**config.mk**
```make
export PLATFORM = sky130hd
export DESIGN_NAME = imb_i2c_master
export DESIGN_NICKNAME = d
export VERILOG_FILES = /design/src/logic/imb_pkg.sv /design/src/logic/imb_sync.sv /design/src/logic/imb_baud.sv /design/src/logic/imb_i2c_master.sv
export SDC_FILE = /design/constraint.sdc
export NUM_CORES = 1
export LEC_CHECK = 0
export BUFFER_PORTS_ARGS = -buffer_cell sky130_fd_sc_hd__buf_2
export CAP_MARGIN = 20
export CORE_ASPECT_RATIO = 0.7
export CORE_MARGIN = 5
export CORE_UTILIZATION = 45
export CTS_BUF_LIST = sky130_fd_sc_hd__clkbuf_8 sky130_fd_sc_hd__clkbuf_16
export CTS_CLUSTER_SIZE = 20
export DETAILED_ROUTE_END_ITERATION = 16
export PLACE_DENSITY_LB_ADDON = 0.3
export SLEW_MARGIN = 20
export SYNTH_ARGS = -nofsm -noshare
export SYNTH_HDL_FRONTEND = slang
export SYNTH_SLANG_ARGS = --single-unit
```
**constraint.sdc**
```tcl
create_clock -name ref_clk -period 4.17 [get_ports ref_clk]
set_input_delay 0.417 -clock ref_clk [delete_from_list [all_inputs] [get_ports ref_clk]]
set_output_delay 0.417 -clock ref_clk [all_outputs]
set_load 0.05 [all_outputs]
```
**src/logic/imb_pkg.sv**
```systemverilog
// Shared constants and types of the I2C master block
package imb_pkg;

  // ==========================================================
  // Register map, byte addresses on the Avalon-MM slave
  localparam logic [4:0] OFF_CTRL = 5'h00;
  localparam logic [4:0] OFF_STAT = 5'h04;
  localparam logic [4:0] OFF_BAUD = 5'h08;
  localparam logic [4:0] OFF_BUF  = 5'h0C;
  localparam logic [4:0] OFF_MODE = 5'h10;

  // ==========================================================
  // Field positions of control_reg_two
  localparam int C_START   = 0;
  localparam int C_RESTART = 1;
  localparam int C_STOP    = 2;
  localparam int C_RCV     = 3;
  localparam int C_ACK     = 4;
  localparam int C_ACKDT   = 5;
  localparam int C_ACKRX   = 6;
  localparam int CMD_W     = 5;

  // Field positions of port_status_reg
  localparam int S_START = 0;
  localparam int S_STOP  = 1;
  localparam int S_FULL  = 2;
  localparam int S_IRQ   = 3;
  localparam int S_COLL  = 4;
  localparam int S_WRITE_COLLISION_FLAG  = 5;
  localparam int S_BUSY  = 6;

  // Field positions of the mode register
  localparam int M_EN  = 0;
  localparam int M_SEL = 1;

  // ==========================================================
  // Values after reset and encodings
  localparam logic [6:0] BAUD_RST    = 7'h00;
  localparam logic [4:0] MODE_RST    = 5'h00;
  localparam logic [3:0] MODE_MASTER = 4'h8;
  localparam logic [1:0] PH_TWO      = 2'h1;
  localparam logic [1:0] PH_FOUR     = 2'h3;
  localparam logic [3:0] BIT_ACK     = 4'h8;
  localparam logic [3:0] BIT_LAST_RX = 4'h7;

  // ==========================================================
  // Transfer kinds of the bit engine
  typedef enum logic [1:0] {XM_TX, XM_RX, XM_ACK} imb_xmode_t;

  // Bus sequencer states
  typedef enum logic [4:0] {
    ST_IDLE, ST_SWAIT, ST_SHOLD,
    ST_RLOW, ST_RSDAHI, ST_RSCLREL, ST_RHIGH, ST_RSDALOW,
    ST_BLOW, ST_BREL, ST_BHIGH,
    ST_PSDALOW, ST_PCNT1, ST_PSCLHI, ST_PCNT2, ST_PSDAHI, ST_PCNT3
  } imb_state_t;

endpackage : imb_pkg

```
**src/logic/imb_sync.sv**
```systemverilog
// Two-stage synchroniser for pin levels
`timescale 1ns/1ps
`default_nettype none
module imb_sync #(
  parameter int W = 2
) (
  // Clock and reset
  input  wire logic         ref_clk,
  input  wire logic         reset,
  // Levels
  input  wire logic [W-1:0] d,
  output logic      [W-1:0] q
);
  logic [W-1:0] meta_q;

  // Pins idle high, so both stages reset high
  always_ff @(posedge ref_clk or posedge reset) begin
    if (reset) begin
      meta_q <= '1;
      q      <= '1;
    end else begin
      meta_q <= d;
      q      <= meta_q;
    end
  end
endmodule : imb_sync
`default_nettype wire

```
**src/logic/imb_baud.sv**
```systemverilog
// Baud counter with quarter-phase decrement ticks
`timescale 1ns/1ps
`default_nettype none
module imb_baud #(
  parameter int CW = 7
) (
  // Clock and reset
  input  wire logic          ref_clk,
  input  wire logic          reset,
  // Reload control
  input  wire logic          reload,
  input  wire logic [CW-1:0] reload_val,
  // Count state
  output logic      [CW-1:0] count_q,
  output logic               zero,
  output logic               tick
);
  logic [1:0] phase_q;

  // ==========================================================
  // Four clocks per instruction cycle
  always_ff @(posedge ref_clk or posedge reset) begin
    if (reset) phase_q <= 2'h0;
    else phase_q <= phase_q + 2'h1;
  end

  assign tick = (phase_q == imb_pkg::PH_TWO) || (phase_q == imb_pkg::PH_FOUR);

  // Down count, holds at zero until reloaded
  always_ff @(posedge ref_clk or posedge reset) begin
    if (reset) count_q <= '0;
    else if (reload) count_q <= reload_val;
    else if (tick && !zero) count_q <= count_q - 1'b1;
  end

  assign zero = (count_q == '0);
endmodule : imb_baud
`default_nettype wire

```
**src/logic/imb_i2c_master.sv**
```systemverilog
// I2C master sequencer with start, restart, stop and byte engine
//
// The implementer's own choices: the placing of the registers and the Avalon-MM slave port.
`timescale 1ns/1ps
`default_nettype none
module imb_i2c_master (
  // Clock and reset
  input  wire logic        ref_clk,
  input  wire logic        reset,
  // Avalon-MM slave
  input  wire logic [4:0]  avs_address,
  input  wire logic        avs_read,
  input  wire logic        avs_write,
  input  wire logic [31:0] avs_writedata,
  input  wire logic [3:0]  avs_byteenable,
  output logic      [31:0] avs_readdata,
  output logic             avs_waitrequest,
  // SCL pin
  input  wire logic        scl_i,
  output logic             scl_o,
  output logic             scl_oe,
  // SDA pin
  input  wire logic        sda_i,
  output logic             sda_o,
  output logic             sda_oe
);
  imb_pkg::imb_state_t state_q, state_d;
  imb_pkg::imb_xmode_t xmode_q;
  logic [1:0]  pins_s;
  logic        scl_s, sda_s, scl_d1_q, sda_d1_q;
  logic        start_det, stop_det;
  logic        ack_q, req, wr_en, ctl_wr, buf_wr, buf_rd;
  logic [4:0]  addr;
  logic [31:0] rd_word;
  logic [6:0]  baud_q, bc_val, bc_count;
  logic [4:0]  mode_q, cmd_q;
  logic        master_on, busy, tx_go;
  logic        ack_data_q, ack_rx_q;
  logic [7:0]  buf_q, shreg_q;
  logic [3:0]  bit_cnt_q;
  logic        full_q, irq_q, coll_q, write_collision_flag_q, sseen_q, pseen_q;
  logic        scl_low_q, scl_low_d, sda_low_q, sda_low_d;
  logic        bc_reload, bc_zero, half_sel;
  logic        ev_done, ev_coll, ev_bit, bitval, last_bit;

  // Sticky flag update, hardware set wins over software clear
  function automatic logic flag_next(input logic old, input logic set, input logic clr);
    flag_next = set | (old & ~clr);
  endfunction : flag_next

  // ==========================================================
  // Pin sampling and bus condition detection
  imb_sync #(.W(2)) u_sync (
    .ref_clk (ref_clk),
    .reset   (reset),
    .d       ({scl_i, sda_i}),
    .q       (pins_s)
  );

  assign scl_s = pins_s[1];
  assign sda_s = pins_s[0];

  // Previous synchronised levels
  always_ff @(posedge ref_clk or posedge reset) begin
    if (reset) begin
      scl_d1_q <= 1'b1;
      sda_d1_q <= 1'b1;
    end else begin
      scl_d1_q <= scl_s;
      sda_d1_q <= sda_s;
    end
  end

  assign start_det = scl_s && scl_d1_q && sda_d1_q && !sda_s;
  assign stop_det  = scl_s && scl_d1_q && !sda_d1_q && sda_s;

  // Open-drain drive, low or released only
  assign scl_o  = 1'b0;
  assign sda_o  = 1'b0;
  assign scl_oe = scl_low_q;
  assign sda_oe = sda_low_q;

  // ==========================================================
  // Baud counter
  assign bc_val = half_sel ? {1'b0, baud_q[5:0]} : baud_q;

  imb_baud #(.CW(7)) u_baud (
    .ref_clk    (ref_clk),
    .reset      (reset),
    .reload     (bc_reload),
    .reload_val (bc_val),
    .count_q    (bc_count),
    .zero       (bc_zero),
    .tick       ()
  );

  // ==========================================================
  // Avalon-MM slave, one wait state on every access
  assign req             = avs_read | avs_write;
  assign avs_waitrequest = req & ~ack_q;
  assign addr            = {avs_address[4:2], 2'h0};
  assign wr_en           = avs_write & ack_q & avs_byteenable[0];
  assign ctl_wr          = wr_en && (addr == imb_pkg::OFF_CTRL);
  assign buf_wr          = wr_en && (addr == imb_pkg::OFF_BUF);
  assign buf_rd          = avs_read && ack_q && (addr == imb_pkg::OFF_BUF);

  assign master_on = mode_q[imb_pkg::M_EN] && (mode_q[imb_pkg::M_SEL +: 4] == imb_pkg::MODE_MASTER);
  assign busy      = (state_q != imb_pkg::ST_IDLE) || (cmd_q != '0);
  assign tx_go     = buf_wr && !busy && master_on;

  // Read data mux, unmapped words read zero
  always_comb begin
    rd_word = 32'h0000_0000;
    case (addr)
      imb_pkg::OFF_CTRL: rd_word = {25'h0, ack_rx_q, ack_data_q, cmd_q};
      imb_pkg::OFF_STAT: rd_word = {25'h0, busy, write_collision_flag_q, coll_q, irq_q, full_q, pseen_q, sseen_q};
      imb_pkg::OFF_BAUD: rd_word = {25'h0, baud_q};
      imb_pkg::OFF_BUF:  rd_word = {24'h0, buf_q};
      imb_pkg::OFF_MODE: rd_word = {27'h0, mode_q};
      default:           rd_word = 32'h0000_0000;
    endcase
  end

  // Handshake and registered read data
  always_ff @(posedge ref_clk or posedge reset) begin
    if (reset) begin
      ack_q        <= 1'b0;
      avs_readdata <= 32'h0000_0000;
    end else begin
      ack_q <= req & ~ack_q;
      if (req && !ack_q) avs_readdata <= rd_word;
    end
  end

  // Configuration registers
  always_ff @(posedge ref_clk or posedge reset) begin
    if (reset) begin
      baud_q     <= imb_pkg::BAUD_RST;
      mode_q     <= imb_pkg::MODE_RST;
      ack_data_q <= 1'b0;
    end else begin
      if (wr_en && addr == imb_pkg::OFF_BAUD) baud_q <= avs_writedata[6:0];
      if (wr_en && addr == imb_pkg::OFF_MODE) mode_q <= avs_writedata[4:0];
      if (ctl_wr) ack_data_q <= avs_writedata[imb_pkg::C_ACKDT];
    end
  end

  // Command bits, lowest set bit only, accepted only while idle
  always_ff @(posedge ref_clk or posedge reset) begin
    if (reset) cmd_q <= '0;
    else if (!master_on || ev_done || ev_coll) cmd_q <= '0;
    else if (ctl_wr && !busy) cmd_q <= avs_writedata[4:0] & (~avs_writedata[4:0] + 5'h01);
  end

  // ==========================================================
  // Bus sequencer
  always_comb begin
    if (xmode_q == imb_pkg::XM_ACK) bitval = ack_data_q;
    else if (xmode_q == imb_pkg::XM_TX && bit_cnt_q < imb_pkg::BIT_ACK) bitval = shreg_q[7];
    else bitval = 1'b1;
    if (xmode_q == imb_pkg::XM_ACK) last_bit = 1'b1;
    else if (xmode_q == imb_pkg::XM_TX) last_bit = (bit_cnt_q == imb_pkg::BIT_ACK);
    else last_bit = (bit_cnt_q == imb_pkg::BIT_LAST_RX);
  end

  always_comb begin
    state_d   = state_q;
    scl_low_d = scl_low_q;
    sda_low_d = sda_low_q;
    bc_reload = 1'b0;
    half_sel  = 1'b0;
    ev_done   = 1'b0;
    ev_coll   = 1'b0;
    ev_bit    = 1'b0;
    case (state_q)
      imb_pkg::ST_IDLE: begin
        if (tx_go || cmd_q[imb_pkg::C_RCV] || cmd_q[imb_pkg::C_ACK]) begin
          scl_low_d = 1'b1;
          bc_reload = 1'b1;
          state_d   = imb_pkg::ST_BLOW;
        end else if (cmd_q[imb_pkg::C_START]) begin
          if (!scl_s || !sda_s) ev_coll = 1'b1;
          else begin
            bc_reload = 1'b1;
            state_d   = imb_pkg::ST_SWAIT;
          end
        end else if (cmd_q[imb_pkg::C_RESTART]) begin
          scl_low_d = 1'b1;
          state_d   = imb_pkg::ST_RLOW;
        end else if (cmd_q[imb_pkg::C_STOP]) begin
          scl_low_d = 1'b1;
          sda_low_d = 1'b1;
          state_d   = imb_pkg::ST_PSDALOW;
        end
      end
      imb_pkg::ST_SWAIT: begin
        if (!scl_s || !sda_s) ev_coll = 1'b1;
        else if (bc_zero) begin
          sda_low_d = 1'b1;
          bc_reload = 1'b1;
          state_d   = imb_pkg::ST_SHOLD;
        end
      end
      imb_pkg::ST_SHOLD: begin
        if (bc_zero) begin
          ev_done = 1'b1;
          state_d = imb_pkg::ST_IDLE;
        end
      end
      imb_pkg::ST_RLOW: begin
        if (!scl_s) begin
          half_sel  = 1'b1;
          bc_reload = 1'b1;
          sda_low_d = 1'b0;
          state_d   = imb_pkg::ST_RSDAHI;
        end
      end
      imb_pkg::ST_RSDAHI: begin
        if (bc_zero) begin
          if (!sda_s) ev_coll = 1'b1;
          else begin
            scl_low_d = 1'b0;
            state_d   = imb_pkg::ST_RSCLREL;
          end
        end
      end
      imb_pkg::ST_RSCLREL: begin
        if (scl_s) begin
          if (!sda_s) ev_coll = 1'b1;
          else begin
            bc_reload = 1'b1;
            state_d   = imb_pkg::ST_RHIGH;
          end
        end
      end
      imb_pkg::ST_RHIGH: begin
        if (!scl_s || !sda_s) ev_coll = 1'b1;
        else if (bc_zero) begin
          sda_low_d = 1'b1;
          bc_reload = 1'b1;
          state_d   = imb_pkg::ST_RSDALOW;
        end
      end
      imb_pkg::ST_RSDALOW: begin
        if (bc_zero) begin
          ev_done = 1'b1;
          state_d = imb_pkg::ST_IDLE;
        end
      end
      imb_pkg::ST_BLOW: begin
        sda_low_d = ~bitval;
        if (bc_zero) begin
          scl_low_d = 1'b0;
          state_d   = imb_pkg::ST_BREL;
        end
      end
      imb_pkg::ST_BREL: begin
        if (scl_s) begin
          bc_reload = 1'b1;
          state_d   = imb_pkg::ST_BHIGH;
        end
      end
      imb_pkg::ST_BHIGH: begin
        if (bc_zero) begin
          ev_bit    = 1'b1;
          scl_low_d = 1'b1;
          if (last_bit) begin
            ev_done = 1'b1;
            state_d = imb_pkg::ST_IDLE;
          end else begin
            bc_reload = 1'b1;
            state_d   = imb_pkg::ST_BLOW;
          end
        end
      end
      imb_pkg::ST_PSDALOW: begin
        if (!sda_s) begin
          bc_reload = 1'b1;
          state_d   = imb_pkg::ST_PCNT1;
        end
      end
      imb_pkg::ST_PCNT1: begin
        if (bc_zero) begin
          scl_low_d = 1'b0;
          state_d   = imb_pkg::ST_PSCLHI;
        end
      end
      imb_pkg::ST_PSCLHI: begin
        if (scl_s) begin
          bc_reload = 1'b1;
          state_d   = imb_pkg::ST_PCNT2;
        end
      end
      imb_pkg::ST_PCNT2: begin
        if (bc_zero) begin
          sda_low_d = 1'b0;
          state_d   = imb_pkg::ST_PSDAHI;
        end
      end
      imb_pkg::ST_PSDAHI: begin
        if (sda_s && scl_s) begin
          bc_reload = 1'b1;
          state_d   = imb_pkg::ST_PCNT3;
        end
      end
      imb_pkg::ST_PCNT3: begin
        if (bc_zero) begin
          ev_done = 1'b1;
          state_d = imb_pkg::ST_IDLE;
        end
      end
      default: state_d = imb_pkg::ST_IDLE;
    endcase
    if (ev_coll || !master_on) begin
      state_d   = imb_pkg::ST_IDLE;
      scl_low_d = 1'b0;
      sda_low_d = 1'b0;
    end
  end

  // State and line drive
  always_ff @(posedge ref_clk or posedge reset) begin
    if (reset) begin
      state_q   <= imb_pkg::ST_IDLE;
      scl_low_q <= 1'b0;
      sda_low_q <= 1'b0;
    end else begin
      state_q   <= state_d;
      scl_low_q <= scl_low_d;
      sda_low_q <= sda_low_d;
    end
  end

  // ==========================================================
  // Bit engine: shift register, bit count, transfer kind
  always_ff @(posedge ref_clk or posedge reset) begin
    if (reset) begin
      xmode_q   <= imb_pkg::XM_TX;
      bit_cnt_q <= 4'h0;
      shreg_q   <= 8'h00;
    end else if (tx_go) begin
      xmode_q   <= imb_pkg::XM_TX;
      bit_cnt_q <= 4'h0;
      shreg_q   <= avs_writedata[7:0];
    end else if (state_q == imb_pkg::ST_IDLE && cmd_q[imb_pkg::C_RCV]) begin
      xmode_q   <= imb_pkg::XM_RX;
      bit_cnt_q <= 4'h0;
    end else if (state_q == imb_pkg::ST_IDLE && cmd_q[imb_pkg::C_ACK]) begin
      xmode_q   <= imb_pkg::XM_ACK;
      bit_cnt_q <= 4'h0;
    end else if (ev_bit) begin
      shreg_q   <= {shreg_q[6:0], sda_s};
      bit_cnt_q <= bit_cnt_q + 4'h1;
    end
  end

  // Acknowledge seen after a sent byte
  always_ff @(posedge ref_clk or posedge reset) begin
    if (reset) ack_rx_q <= 1'b0;
    else if (ev_bit && last_bit && xmode_q == imb_pkg::XM_TX) ack_rx_q <= sda_s;
  end

  // Data buffer and its full flag
  always_ff @(posedge ref_clk or posedge reset) begin
    if (reset) begin
      buf_q  <= 8'h00;
      full_q <= 1'b0;
    end else begin
      if (tx_go) buf_q <= avs_writedata[7:0];
      else if (ev_bit && last_bit && xmode_q == imb_pkg::XM_RX) buf_q <= {shreg_q[6:0], sda_s};
      full_q <= flag_next(full_q, tx_go || (ev_bit && last_bit && xmode_q == imb_pkg::XM_RX),
                          buf_rd || (ev_bit && xmode_q == imb_pkg::XM_TX && bit_cnt_q == imb_pkg::BIT_LAST_RX));
    end
  end

  // Status flags, write one to clear
  always_ff @(posedge ref_clk or posedge reset) begin
    if (reset) begin
      irq_q   <= 1'b0;
      coll_q  <= 1'b0;
      write_collision_flag_q  <= 1'b0;
      sseen_q <= 1'b0;
      pseen_q <= 1'b0;
    end else begin
      irq_q   <= flag_next(irq_q, ev_done, wr_en && addr == imb_pkg::OFF_STAT && avs_writedata[imb_pkg::S_IRQ]);
      coll_q  <= flag_next(coll_q, ev_coll, wr_en && addr == imb_pkg::OFF_STAT && avs_writedata[imb_pkg::S_COLL]);
      write_collision_flag_q  <= flag_next(write_collision_flag_q, buf_wr && !tx_go, wr_en && addr == imb_pkg::OFF_STAT && avs_writedata[imb_pkg::S_WRITE_COLLISION_FLAG]);
      sseen_q <= flag_next(sseen_q, start_det, wr_en && addr == imb_pkg::OFF_STAT && avs_writedata[imb_pkg::S_START]);
      pseen_q <= flag_next(pseen_q, stop_det, wr_en && addr == imb_pkg::OFF_STAT && avs_writedata[imb_pkg::S_STOP]);
    end
  end
endmodule : imb_i2c_master
`default_nettype wire

```
==> impl_metrics.csv, run 1 <==
group,metric,value,unit
cells_and_area,design.final.nets,562,
synthesis,synth-edff-count,0,
grt,grt_start_max_net_pins,64,
grt,globalRoute.totalOverflow,0,
status,outcome,"complete, no violations",
critical_path,max_stage_delay,890,ps
cells_and_area,synth_to_final_area_change,8.979,%
critical_path,setup.worst_path.class,"reg2reg",
grt,initial_antenna_violation_count,0,
routing,detailedRoute.firstIterationViolations,240,
sta,whs,173.6,ps
cts,clk_transition_reported_paths,60,ps
floorplan,num_io_pins,84,
floorplan,chipWidth,130.3,µm
pwr,leakage,2.246,nW
cells_and_area,commonest_non_fill_non_tap_cell_in_the_layout,"sky130_fd_sc_hd__dfrtp_1",
worst_hold_path,worstHoldPathType,"in2reg",
synthesis,post_synth_fa_ha_maj_area_fraction,0.01647,
synthesis,synth.area.mux_share,0.1060,
synthesis,avgSynthCellArea,9.262,µm²
cts,clock_insertion_delay_worst_skew,340,ps
sta,post-route-period-util,0.7328,
critical_path,critical_path.endpoint_type,"register",
synthesis,ys_seq_area_frac,0.4300,
sta,fin_tns_setup,0,ps
synthesis,mappedNetlistArea,4557,µm²
sta,drv_slew,0,
synthesis,synthFlopType,"sky130_fd_sc_hd__dfrtp_1",
cells_and_area,num_antenna_cells,0,
routing,routed_wirelength,10.88,mm
sta,clock_skew,4.769,ps
sta,fmax,327.2,MHz
sta,worst_slew_pin_slew,939.0,ps
routing,number_of_remaining_drc_errors,0,
pwr,vdd.ir_drop.worst,0.2854,mV
routing,dr_total_vias,3629,
cells_and_area,finalNonFillerCells,642,
sta,time_the_worst_path_needs_with_i_o_delays_and_setup,3056,ps
floorplan,placementRows,30,
sta,max_slew_margin,0.3727,
sta,rsz_0062_raised_after_global_routing,"false",
critical_path,critPathLaunchType,"register",
cells_and_area,fill_cell_instance_count_of_the_final_layout,899,
synthesis,synth.distinct_cells,63,
critical_path,worst-endpoint-arrival,3280,ps
placed_design,dp.cells,625,
cts,cts_sinks,78,
synthesis,largest_family_of_logic_cells_by_synthesized_area,"simple AND/OR/NAND/NOR gates",
sta,final-setup-viol-count,0,
floorplan,die_h,94.20,µm
synthesis,synth_xor_xnor_area_share,0.02114,
placed_design,port_buffers,28,
synthesis,yosys_warnings,0,
floorplan,initial_core_util,0.4651,
grt,grt_first_pass_wirelength,18.11,mm
critical_path,timing.critical_path.fanout_max,24,
cts,h_tree_depth,3,
sta,timing_hold_violations_final,0,
grt,vias_in_the_first_global_route,3566,
floorplan,dieArea,12270,µm²
routing,via_per_inst,5.653,
cts,clock_tree.root_cell,"sky130_fd_sc_hd__clkbuf_16",
critical_path,sequence_of_cells_on_the_critical_path,"and2b_1 > nand4_1 > or2_2 > o21ai_0 > or3_1 > mux2_2",
cts,post_cts_resized,0,
synthesis,ys_seq_elements,78,
cts,cts_buffers,9,
routing,drtPass1Iterations,5,
synthesis,syn-instance-count,492,
placed_design,hpwl,7.983,mm
synthesis,synth-simple-area-share,0.1768,
routing,wl_per_cell,16.95,µm
placed_design,routabilityCongestion,0.8904,
critical_path,critPathSlowestCell,"sky130_fd_sc_hd__dfrtp_1",
cts,cts_tree,"done",
synthesis,synth_async_sr_flop_share,1.000,
cells_and_area,post_route_cells_drive_above_1_share,0.1790,
run,max_cap_violations,0,
cts,cts_buffer_depth,2,
grt,grtUsageTotal,0.1887,
cells_and_area,final-seq-area,1959,µm²
pwr,power.density_cell_area,391.3,nW/µm²
cells_and_area,final_cell_mix,"72 x sky130_fd_sc_hd__dfrtp_1, 50 x sky130_fd_sc_hd__o21ai_0, 47 x sky130_fd_sc_hd__nand2_1, 44 x sky130_fd_sc_hd__nor2_1",
critical_path,required,4390,ps
cells_and_area,multi_input_area,2285,µm²
synthesis,synth_compound_area_frac,0.1595,
routing,route.antenna.remaining_nets,0,
floorplan,coreArea,9797,µm²
## cells in the mapped netlist, drive strengths merged, types with 2 or more instances
master	n	area, µm²
a211oi	5	37.54
a21boi	3	22.52
a21o	2	15.01
a21oi	21	108.9
a221o	2	20.02
a22o	4	35.03
a311oi	2	17.52
a31oi	8	50.05
a32o	2	20.02
and2	2	12.51
and3	3	18.77
buf	38	260.2
clkbuf	14	52.55
dfrtp	72	1802
dfstp	6	157.7
ha	6	75.07
inv	25	93.84
mux2	28	315.3
mux2i	10	100.1
mux4	3	67.56
nand2	47	176.4
nand2b	2	12.51
nand3	9	45.04
nand3b	5	37.54
nand4	2	12.51
nor2	44	165.2
nor2b	11	76.32
nor3	10	50.05
nor3b	3	22.52
nor4	12	75.07
nor4b	2	17.52
o2111ai	2	23.77
o21ai	50	250.2
o21bai	2	15.01
or2	2	12.51
or3	3	18.77
xnor2	6	52.55
xor2	5	43.79
## worst max-delay path, delay by kind of cell (launching register included)
kind | cells | cell delay [ps]
AOI/OAI and AO/OA | 1 | 290
muxes | 1 | 380
DFF | 1 | 890
and+or+nand+nor | 4 | 1380
## flip-flops by register name (all words and copies together), names as in the netlist, 4 cells and up
signal / cells
shreg_q: 8
baud_q: 7
u_baud.count_q: 7
bit_cnt_q: 4
cmd_q: 5
state_q: 5
avs_readdata: 8
mode_q: 5
buf_q: 8
## path summary, 6_finish.rpt
path	startpoint	endpoint	slack, ps	depth (start not counted)
max in group asynchronous	reset	sda_oe	2570	4
min in group asynchronous	reset	baud_q[0]	540	3
setup / recovery	state_q[1]	u_baud.count_q[5]	1110	6
setup reg to reg	state_q[1]	u_baud.count_q[5]	1110	6
hold reg to reg	u_sync.meta_q[0]	u_sync.q[0]	360	0
hold / removal	sda_i	u_sync.meta_q[0]	170	1
## power by group
part	switching (mW)	internal, mW
clock	0.305	0.435
sequential	0.0583	0.829
combinational	0.201	0.115
## per-stage QoR
step                      instance area (µm²)  power [mW]    util  worst slack [ps]
after floorplan                          4651       1.155       -              1768
after global placement                   4669       1.206  0.4766              1247
after detailed placement                 4669       1.215  0.4766              1201
after CTS                                4966       1.964  0.5069              1191
after global routing                     4966       2.041  0.5069             988.1
final                                    4966       1.943  0.5069              1114
## cells by family after synthesis
kind of cell | count (synthesis)
AND/OR/NAND/NOR | 163
AO/OA/AOI/OAI | 115
flip-flops | 78
buffers and inverters | 77
multiplexers | 41
XOR/XNOR | 11
adder cells (fa/ha/maj) | 6
other | 1
## metal layers
metal  track usage  part of all wire  vias up  routed length, µm
li1              -                 -     1726                  -
met1        0.2728              0.47     1766               5164
met2        0.2735              0.44      123               4744
met3       0.05852             0.078       14                853
met4       0.04758             0.011        0                121
met5             0                 0        -                  0
## area by class of cell
cell class,count,share of cell area
multi-input cells,362,0.4601
flip-flops and latches,78,0.3946
clock buffers,11,0.05089
repair buffers,33,0.03628
well taps,128,0.03225
inverters,25,0.01915
clock inverters,5,0.006803
## timing repair
| action | 4_1_cts | 5_1_grt |
|---|---|---|
| hold buffers | 1 | 0 |
| endpoints found under the hold margin | 15 | 0 |
| setup buffers | 0 | 0 |
| endpoints found under the setup margin | 0 | 0 |
Power figures use the tool's default switching activity.
==> run 2: changes to the inputs <==
--- a/config.mk
+++ b/config.mk
@@ -5,6 +5,7 @@
 export SDC_FILE = /design/constraint.sdc
 export NUM_CORES = 1
 export LEC_CHECK = 0
+export ABC_AREA = 1
 export BUFFER_PORTS_ARGS = -buffer_cell sky130_fd_sc_hd__buf_2
 export CAP_MARGIN = 20
 export CORE_ASPECT_RATIO = 0.7
==> constraint.sdc (replaced) <==
create_clock -name ref_clk -period 3.05 [get_ports ref_clk]
set_input_delay 0.305 -clock ref_clk [delete_from_list [all_inputs] [get_ports ref_clk]]
set_output_delay 0.305 -clock ref_clk [all_outputs]
set_load 0.05 [all_outputs]
==> run 2 against run 1 <==
Maximum frequency grew 27%. Clock power up 38%. Combinational power up 130%. Utilization is 0.23 points higher. Largest power group unchanged. Critical endpoint is now shreg_q[7]. Highest routed layer unchanged. Flip-flop and latch count unchanged. Non-clock buffer count fell by 1. Register-to-register slack got worse by 460 ps. Cell area fell by 0.71%. Worst hold slack got worse by 110 ps. Largest cell class unchanged.
==> impl_metrics.csv, run 2 <==
group,metric,value,unit
critical_path,r2r-end,"shreg_q[7]",
cts,cts_buffer_depth,2,
placed_design,routabilityCongestion,0.9322,
sta,clock_skew,8.867,ps
sta,post-route-period-util,0.7862,
critical_path,worst-endpoint-arrival,2580,ps
pwr,switching_power,1.056,mW
placed_design,dpl_cell_area,4646,µm²
cts,cts_sinks,78,
synthesis,post-synth-top-count-cell,"sky130_fd_sc_hd__nand2_1",
synthesis,yosysTopAreaCellShare,0.4028,
synthesis,ys_seq_area_frac,0.4380,
critical_path,r2r.worst_path.cells,8,
cells_and_area,commonest_non_fill_non_tap_cell_in_the_layout,"sky130_fd_sc_hd__nand2_1",
grt,initial_antenna_violation_count,0,
cells_and_area,fill_cell_instance_count_of_the_final_layout,962,
synthesis,synth_async_sr_flop_share,1.000,
cts,h_tree_depth,3,
routing,via_per_inst,5.336,
synthesis,synth-edff-count,0,
pwr,power.share.combinational,0.236,
pwr,clk_pwr_share,0.337,
routing,routed_wirelength,11.38,mm
floorplan,coreArea,9684,µm²
critical_path,critPathLaunchType,"register",
synthesis,synth_commonest_cells,"139 x sky130_fd_sc_hd__nand2_1, 72 x sky130_fd_sc_hd__dfrtp_1, 61 x sky130_fd_sc_hd__inv_1",
cts,post_cts_resized,0,
cts,cts_post_setup_buffers_inserted,0,
worst_hold_path,worstHoldPathType,"in2reg",
cts,clk_transition_reported_paths,70,ps
grt,grt_first_pass_wirelength,18.65,mm
cells_and_area,final_cell_mix,"139 x sky130_fd_sc_hd__nand2_1, 72 x sky130_fd_sc_hd__dfrtp_1, 60 x sky130_fd_sc_hd__inv_1, 52 x sky130_fd_sc_hd__nor2_1, 48 x sky130_fd_sc_hd__o21ai_0",
sta,fmax,417.0,MHz
synthesis,synth_area_leaders,"sky130_fd_sc_hd__dfrtp_1 40%, sky130_fd_sc_hd__nand2_1 12%, sky130_fd_sc_hd__o21ai_0 5.4%",
worst_hold_path,hold-path-endpoint,"u_sync.meta_q[1]",
pwr,power.density_cell_area,613.7,nW/µm²
grt,grt_start_max_net_pins,65,
run,max_cap_violations,0,
floorplan,initial_core_util,0.4619,
cts,clock_tree.root_cell,"sky130_fd_sc_hd__clkbuf_16",
critical_path,r2r_setup_slack,650,ps
cts,cts_tree,"done",
pwr,leakage,2.461,nW
grt,vias_in_the_first_global_route,3684,
cts,clock_insertion_delay_worst_skew,340,ps
placed_design,port_buffers,28,
routing,dr_total_vias,4002,
critical_path,timing.critical_path.fanout_max,16,
floorplan,die_h,93.42,µm
critical_path,r2r-start,"state_q[1]",
pwr,power.share.sequential,0.427,
worst_hold_path,worstHoldStart,"scl_i",
routing,route.antenna.remaining_nets,0,
synthesis,syn-instance-count,585,
synthesis,synthFlopType,"sky130_fd_sc_hd__dfrtp_1",
floorplan,placementRows,30,
critical_path,setup.worst_path.class,"reg2reg",
sta,rsz_0062_raised_after_global_routing,"false",
floorplan,chipWidth,129.2,µm
sta,time_the_worst_path_needs_with_i_o_delays_and_setup,2398,ps
critical_path,required,3240,ps
grt,globalRoute.totalOverflow,0,
cells_and_area,synth_to_final_area_change,10.24,%
synthesis,yosys_warnings,0,
floorplan,num_io_pins,84,
routing,detailedRoute.firstIterationViolations,432,
pwr,cellInternalPower,1.970,mW
synthesis,synth.distinct_cells,40,
pwr,vdd.ir_drop.worst,0.3218,mV
synthesis,ys_seq_elements,78,
sta,drv_slew,0,
critical_path,critical_path.endpoint_type,"register",
floorplan,dieArea,12070,µm²
grt,grtUsageTotal,0.1961,
cells_and_area,num_antenna_cells,0,
sta,timing_hold_violations_final,0,
placed_design,hpwl,8.736,mm
synthesis,mappedNetlistArea,4473,µm²
synthesis,area_leader_netlist,"sky130_fd_sc_hd__dfrtp_1",
sta,fin_tns_setup,0,ps
sta,worst_slew_pin_slew,904.3,ps
routing,drtPass1Iterations,5,
pwr,report.power.total,3.026,mW
cells_and_area,finish.instance_area,4931,µm²
routing,wl_per_cell,15.17,µm
pwr,switching_share,0.3489,
cells_and_area,design.final.nets,670,
cts,cts_buffers,9,
routing,number_of_remaining_drc_errors,0,
status,outcome,"complete, no violations",
sta,max_slew_margin,0.3949,
cts,cts_hold_repair.buffers,0,
sta,whs,60.27,ps
cells_and_area,largest_registers,"avs_readdata (8), buf_q (8), shreg_q (8)",
sta,final-setup-viol-count,0,
cells_and_area,postLayoutCoreUtil,0.5092,
synthesis,avgSynthCellArea,7.646,µm²
worst_hold_path,timing.hold.worst_path_depth,1,
cells_and_area,post_route_cells_drive_above_1_share,0.1399,
## run 2: per-layer routing
layer | wire (µm) | GRT usage | vias up
met2 | 4826 | 0.2754 | 149
met4 | 59 | 0.04196 | 0
li1 | - | - | 1937
met5 | 0 | 0 | -
met3 | 1107 | 0.04966 | 6
met1 | 5386 | 0.3010 | 1910
## run 2: worst max-delay path: stages (launching register included)
cell	delay [ps]
sky130_fd_sc_hd__dfrtp_1	530
sky130_fd_sc_hd__nor2_2	120
sky130_fd_sc_hd__nand3_2	130
sky130_fd_sc_hd__nor2_2	60
sky130_fd_sc_hd__nand2_1	120
sky130_fd_sc_hd__buf_4	230
sky130_fd_sc_hd__inv_2	130
sky130_fd_sc_hd__nor2_1	720
sky130_fd_sc_hd__o21ai_0	190
## run 2: worst max-delay path by stage
stage	startpoint	to	slack, ps	depth (start not counted)
6_report	state_q[1]	shreg_q[7]	650	8
5_1_grt	state_q[1]	shreg_q[6]	340	8
4_1_cts	state_q[2]	shreg_q[7]	650	8
3_5_place_dp	state_q[1]	shreg_q[7]	700	8
3_3_place_gp	state_q[2]	shreg_q[6]	750	8
2_1_floorplan	reset	ack_data_q	760	1
## run 2: final cells by class
| class | count | area (µm²) | share of cell area |
|---|---|---|---|
| inverter | 72 | 272.8 | 0.05532 |
| sequential | 78 | 1959 | 0.3974 |
| clock buffer | 9 | 225.2 | 0.04567 |
| multi-input combinational | 424 | 2085 | 0.4227 |
| clock inverter | 7 | 58.81 | 0.01193 |
| tap | 128 | 160.2 | 0.03248 |
| timing repair buffer | 32 | 170.2 | 0.03451 |
## run 2: logic make-up (layout without fill, tap and decap cells)
| group | after synthesis | count (layout) | synth area share |
|---|---|---|---|
| xor+xnor | 7 | 7 | 0.01371 |
| simple gates | 282 | 282 | 0.2834 |
| buf+inv | 108 | 120 | 0.1169 |
| mux | 4 | 4 | 0.009510 |
| flops | 78 | 78 | 0.4380 |
| compound gates | 99 | 99 | 0.1208 |
| other cells | 1 | 26 | 0.0008384 |
| fa+ha+maj | 6 | 6 | 0.01678 |
## run 2: power groups by stage
stage | logic [mW] | clock network [mW] | registers (mW)
floorplan | 0.536 | 0 | 1.33
global placement | 0.697 | 0 | 1.30
detailed placement | 0.710 | 0 | 1.31
CTS | 0.714 | 1.04 | 1.29
global route | 0.810 | 1.09 | 1.31
finish | 0.715 | 1.02 | 1.29
## run 2: metrics by stage
step / worst slack [ps] / cells
global route: 340.5 / 750
CTS: 648.6 / 750
global placement: 751.0 / 734
detailed placement: 703.1 / 734
floorplan: 759.9 / 610
finish: 652.1 / 750
==> run 3: changes to the inputs <==
==> constraint.sdc (replaced) <==
create_clock -name ref_clk -period 2.24 [get_ports ref_clk]
set_input_delay 0.224 -clock ref_clk [delete_from_list [all_inputs] [get_ports ref_clk]]
set_output_delay 0.224 -clock ref_clk [all_outputs]
set_load 0.05 [all_outputs]
==> run 3 against run 2 <==
Worst hold slack improved by 65 ps. Sequential share of layout area fell by 1.3 points. Clock power rose by 44%. Critical endpoint is now u_baud.count_q[6]. Via count rose by 2.1%. Highest routed layer unchanged. Critical path depth rose by 4. Die area did not move. Combinational power rose by 41%. Critical path type unchanged.
==> impl_metrics.csv, run 3 (synthesis results as in run 2) <==
group,metric,value,unit
routing,number_of_remaining_drc_errors,0,
floorplan,die_h,93.42,µm
sta,rsz_0062_raised_after_global_routing,"false",
routing,route.antenna.remaining_nets,0,
critical_path,timing.critical_path.fanout_max,11,
routing,dr_total_vias,4087,
floorplan,dieArea,12070,µm²
sta,fmax,482.5,MHz
grt,initial_antenna_violation_count,0,
cells_and_area,fill_cell_instance_count_of_the_final_layout,945,
pwr,switching_share,0.3396,
sta,post-route-period-util,0.9252,
pwr,power.share.combinational,0.238,
routing,via_per_inst,5.336,
cts,cts_sinks,78,
routing,wl_per_cell,15.41,µm
grt,grt_start_max_net_pins,54,
cells_and_area,design.final.nets,686,
cts,h_tree_depth,3,
cts,clk_transition_reported_paths,70,ps
floorplan,placementRows,30,
placed_design,hpwl,9.140,mm
worst_hold_path,worstHoldPathType,"in2reg",
sta,clock_skew,9.742,ps
cells_and_area,largest_registers,"avs_readdata (8), buf_q (8), shreg_q (8)",
sta,worst_slew_pin_slew,595.4,ps
grt,vias_in_the_first_global_route,3721,
critical_path,worst-endpoint-arrival,2310,ps
cells_and_area,multi_input_area,2105,µm²
sta,fin_tns_setup,0,ps
critical_path,critPathLaunchType,"register",
critical_path,critical_path.endpoint_type,"register",
cts,cts_tree,"done",
floorplan,num_io_pins,84,
pwr,switching_power,1.440,mW
floorplan,chipWidth,129.2,µm
routing,drtPass1Iterations,5,
pwr,vdd.ir_drop.worst,0.5166,mV
sta,final-setup-viol-count,0,
pwr,clk_pwr_share,0.348,
sta,time_the_worst_path_needs_with_i_o_delays_and_setup,2073,ps
placed_design,dpl_worst_slack,40.99,ps
cells_and_area,post_route_cells_drive_above_1_share,0.1677,
placed_design,routabilityCongestion,0.9227,
cts,clock_tree.root_cell,"sky130_fd_sc_hd__clkbuf_16",
sta,drv_slew,0,
cts,cts_buffer_depth,2,
floorplan,initial_core_util,0.4619,
cells_and_area,final-seq-area,1962,µm²
sta,max_slew_margin,0.6026,
pwr,power.share.sequential,0.414,
run,max_cap_violations,0,
floorplan,coreArea,9684,µm²
grt,grt_first_pass_wirelength,19.11,mm
cts,clock_insertion_delay_worst_skew,350,ps
routing,routed_wirelength,11.81,mm
routing,detailedRoute.firstIterationViolations,425,
cells_and_area,synth_to_final_area_change,14.15,%
grt,grtUsageTotal,0.2019,
pwr,leakage,2.546,nW
pwr,power.density_cell_area,830.3,nW/µm²
placed_design,port_buffers,28,
sta,timing_hold_violations_final,0,
cells_and_area,num_antenna_cells,0,
cts,cts_buffers,9,
status,outcome,"complete, no violations",
cells_and_area,commonest_non_fill_non_tap_cell_in_the_layout,"sky130_fd_sc_hd__nand2_1",
cells_and_area,final_cell_mix,"139 x sky130_fd_sc_hd__nand2_1, 70 x sky130_fd_sc_hd__dfrtp_1, 60 x sky130_fd_sc_hd__inv_1, 50 x sky130_fd_sc_hd__nor2_1, 48 x sky130_fd_sc_hd__o21ai_0",
pwr,cellInternalPower,2.800,mW
critical_path,required,2470,ps
grt,globalRoute.totalOverflow,0,
critical_path,setup.worst_path.class,"reg2reg",
sta,final_critical_path_setup_slack,167.4,ps
==> run 3: power by group through the flow <==
stage | clock, mW | combinational, mW | sequential [mW]
after floorplan | 0 | 0.729 | 1.81
after global routing | 1.56 | 1.14 | 1.78
after detailed placement | 0 | 0.985 | 1.78
final | 1.47 | 1.01 | 1.76
after global placement | 0 | 0.967 | 1.77
after CTS | 1.50 | 0.995 | 1.75
==> run 3: worst paths after layout <==
check | from | end | slack [ps] | depth (start not counted)
max in group asynchronous | reset | u_sync.meta_q[1] | 1140 | 4
min | avs_writedata[6] | baud_q[6] | 130 | 3
max | state_q[0] | u_baud.count_q[6] | 170 | 12
max reg2reg | state_q[0] | u_baud.count_q[6] | 170 | 12
min in group asynchronous | reset | ack_q | 420 | 3
min reg2reg | u_sync.meta_q[1] | u_sync.q[1] | 350 | 0
==> run 3: stage by stage <==
stage / utilization / cell area (µm²) / cells / hold slack (ps) / power (mW)
floorplan: - / 4567 / 610 / 228.5 / 2.541
global placement: 0.4895 / 4741 / 745 / 246.4 / 2.735
detailed placement: 0.4895 / 4741 / 745 / 254.3 / 2.765
CTS: 0.5234 / 5069 / 764 / 113.0 / 4.252
global route: 0.5273 / 5106 / 766 / 148.8 / 4.484
finish: 0.5273 / 5106 / 766 / 125.6 / 4.240
==> run 3: final cells by class <==
class	instances	share of cell area
flip-flops and latches	78	0.3842
inverters	72	0.05317
well taps	128	0.03136
multi-input cells	424	0.4122
clock buffers	9	0.04411
clock inverters	7	0.01421
repair buffers	48	0.06077
==> run 3: routing by layer <==
metal | wire length (µm) | up-vias | global-route usage
met4 | 157 | 0 | 0.05245
li1 | - | 1966 | -
met1 | 5858 | 1943 | 0.3144
met3 | 945 | 14 | 0.04737
met5 | 0 | - | 0
met2 | 4843 | 164 | 0.2763
==> run 3: critical path, stage by stage, from the launching register on <==
cell and delay (ps):
sky130_fd_sc_hd__dfrtp_1 500, sky130_fd_sc_hd__nand2_1 110, sky130_fd_sc_hd__inv_1 160, sky130_fd_sc_hd__nand3_1 170
sky130_fd_sc_hd__nor2_1 310, sky130_fd_sc_hd__nor3_2 100, sky130_fd_sc_hd__o21ai_0 90, sky130_fd_sc_hd__nor2_1 100
sky130_fd_sc_hd__buf_4 190, sky130_fd_sc_hd__nand3_1 80, sky130_fd_sc_hd__nand2_1 60, sky130_fd_sc_hd__nand2_1 50
sky130_fd_sc_hd__inv_1 40
==> run 3: timing repair <==
item | CTS | global route
hold buffers | 3 | 0
gates resized for setup | 0 | 7
buffers inserted | 0 | 2
hold endpoints to repair | 27 | 0
setup endpoints to repair | 0 | 27
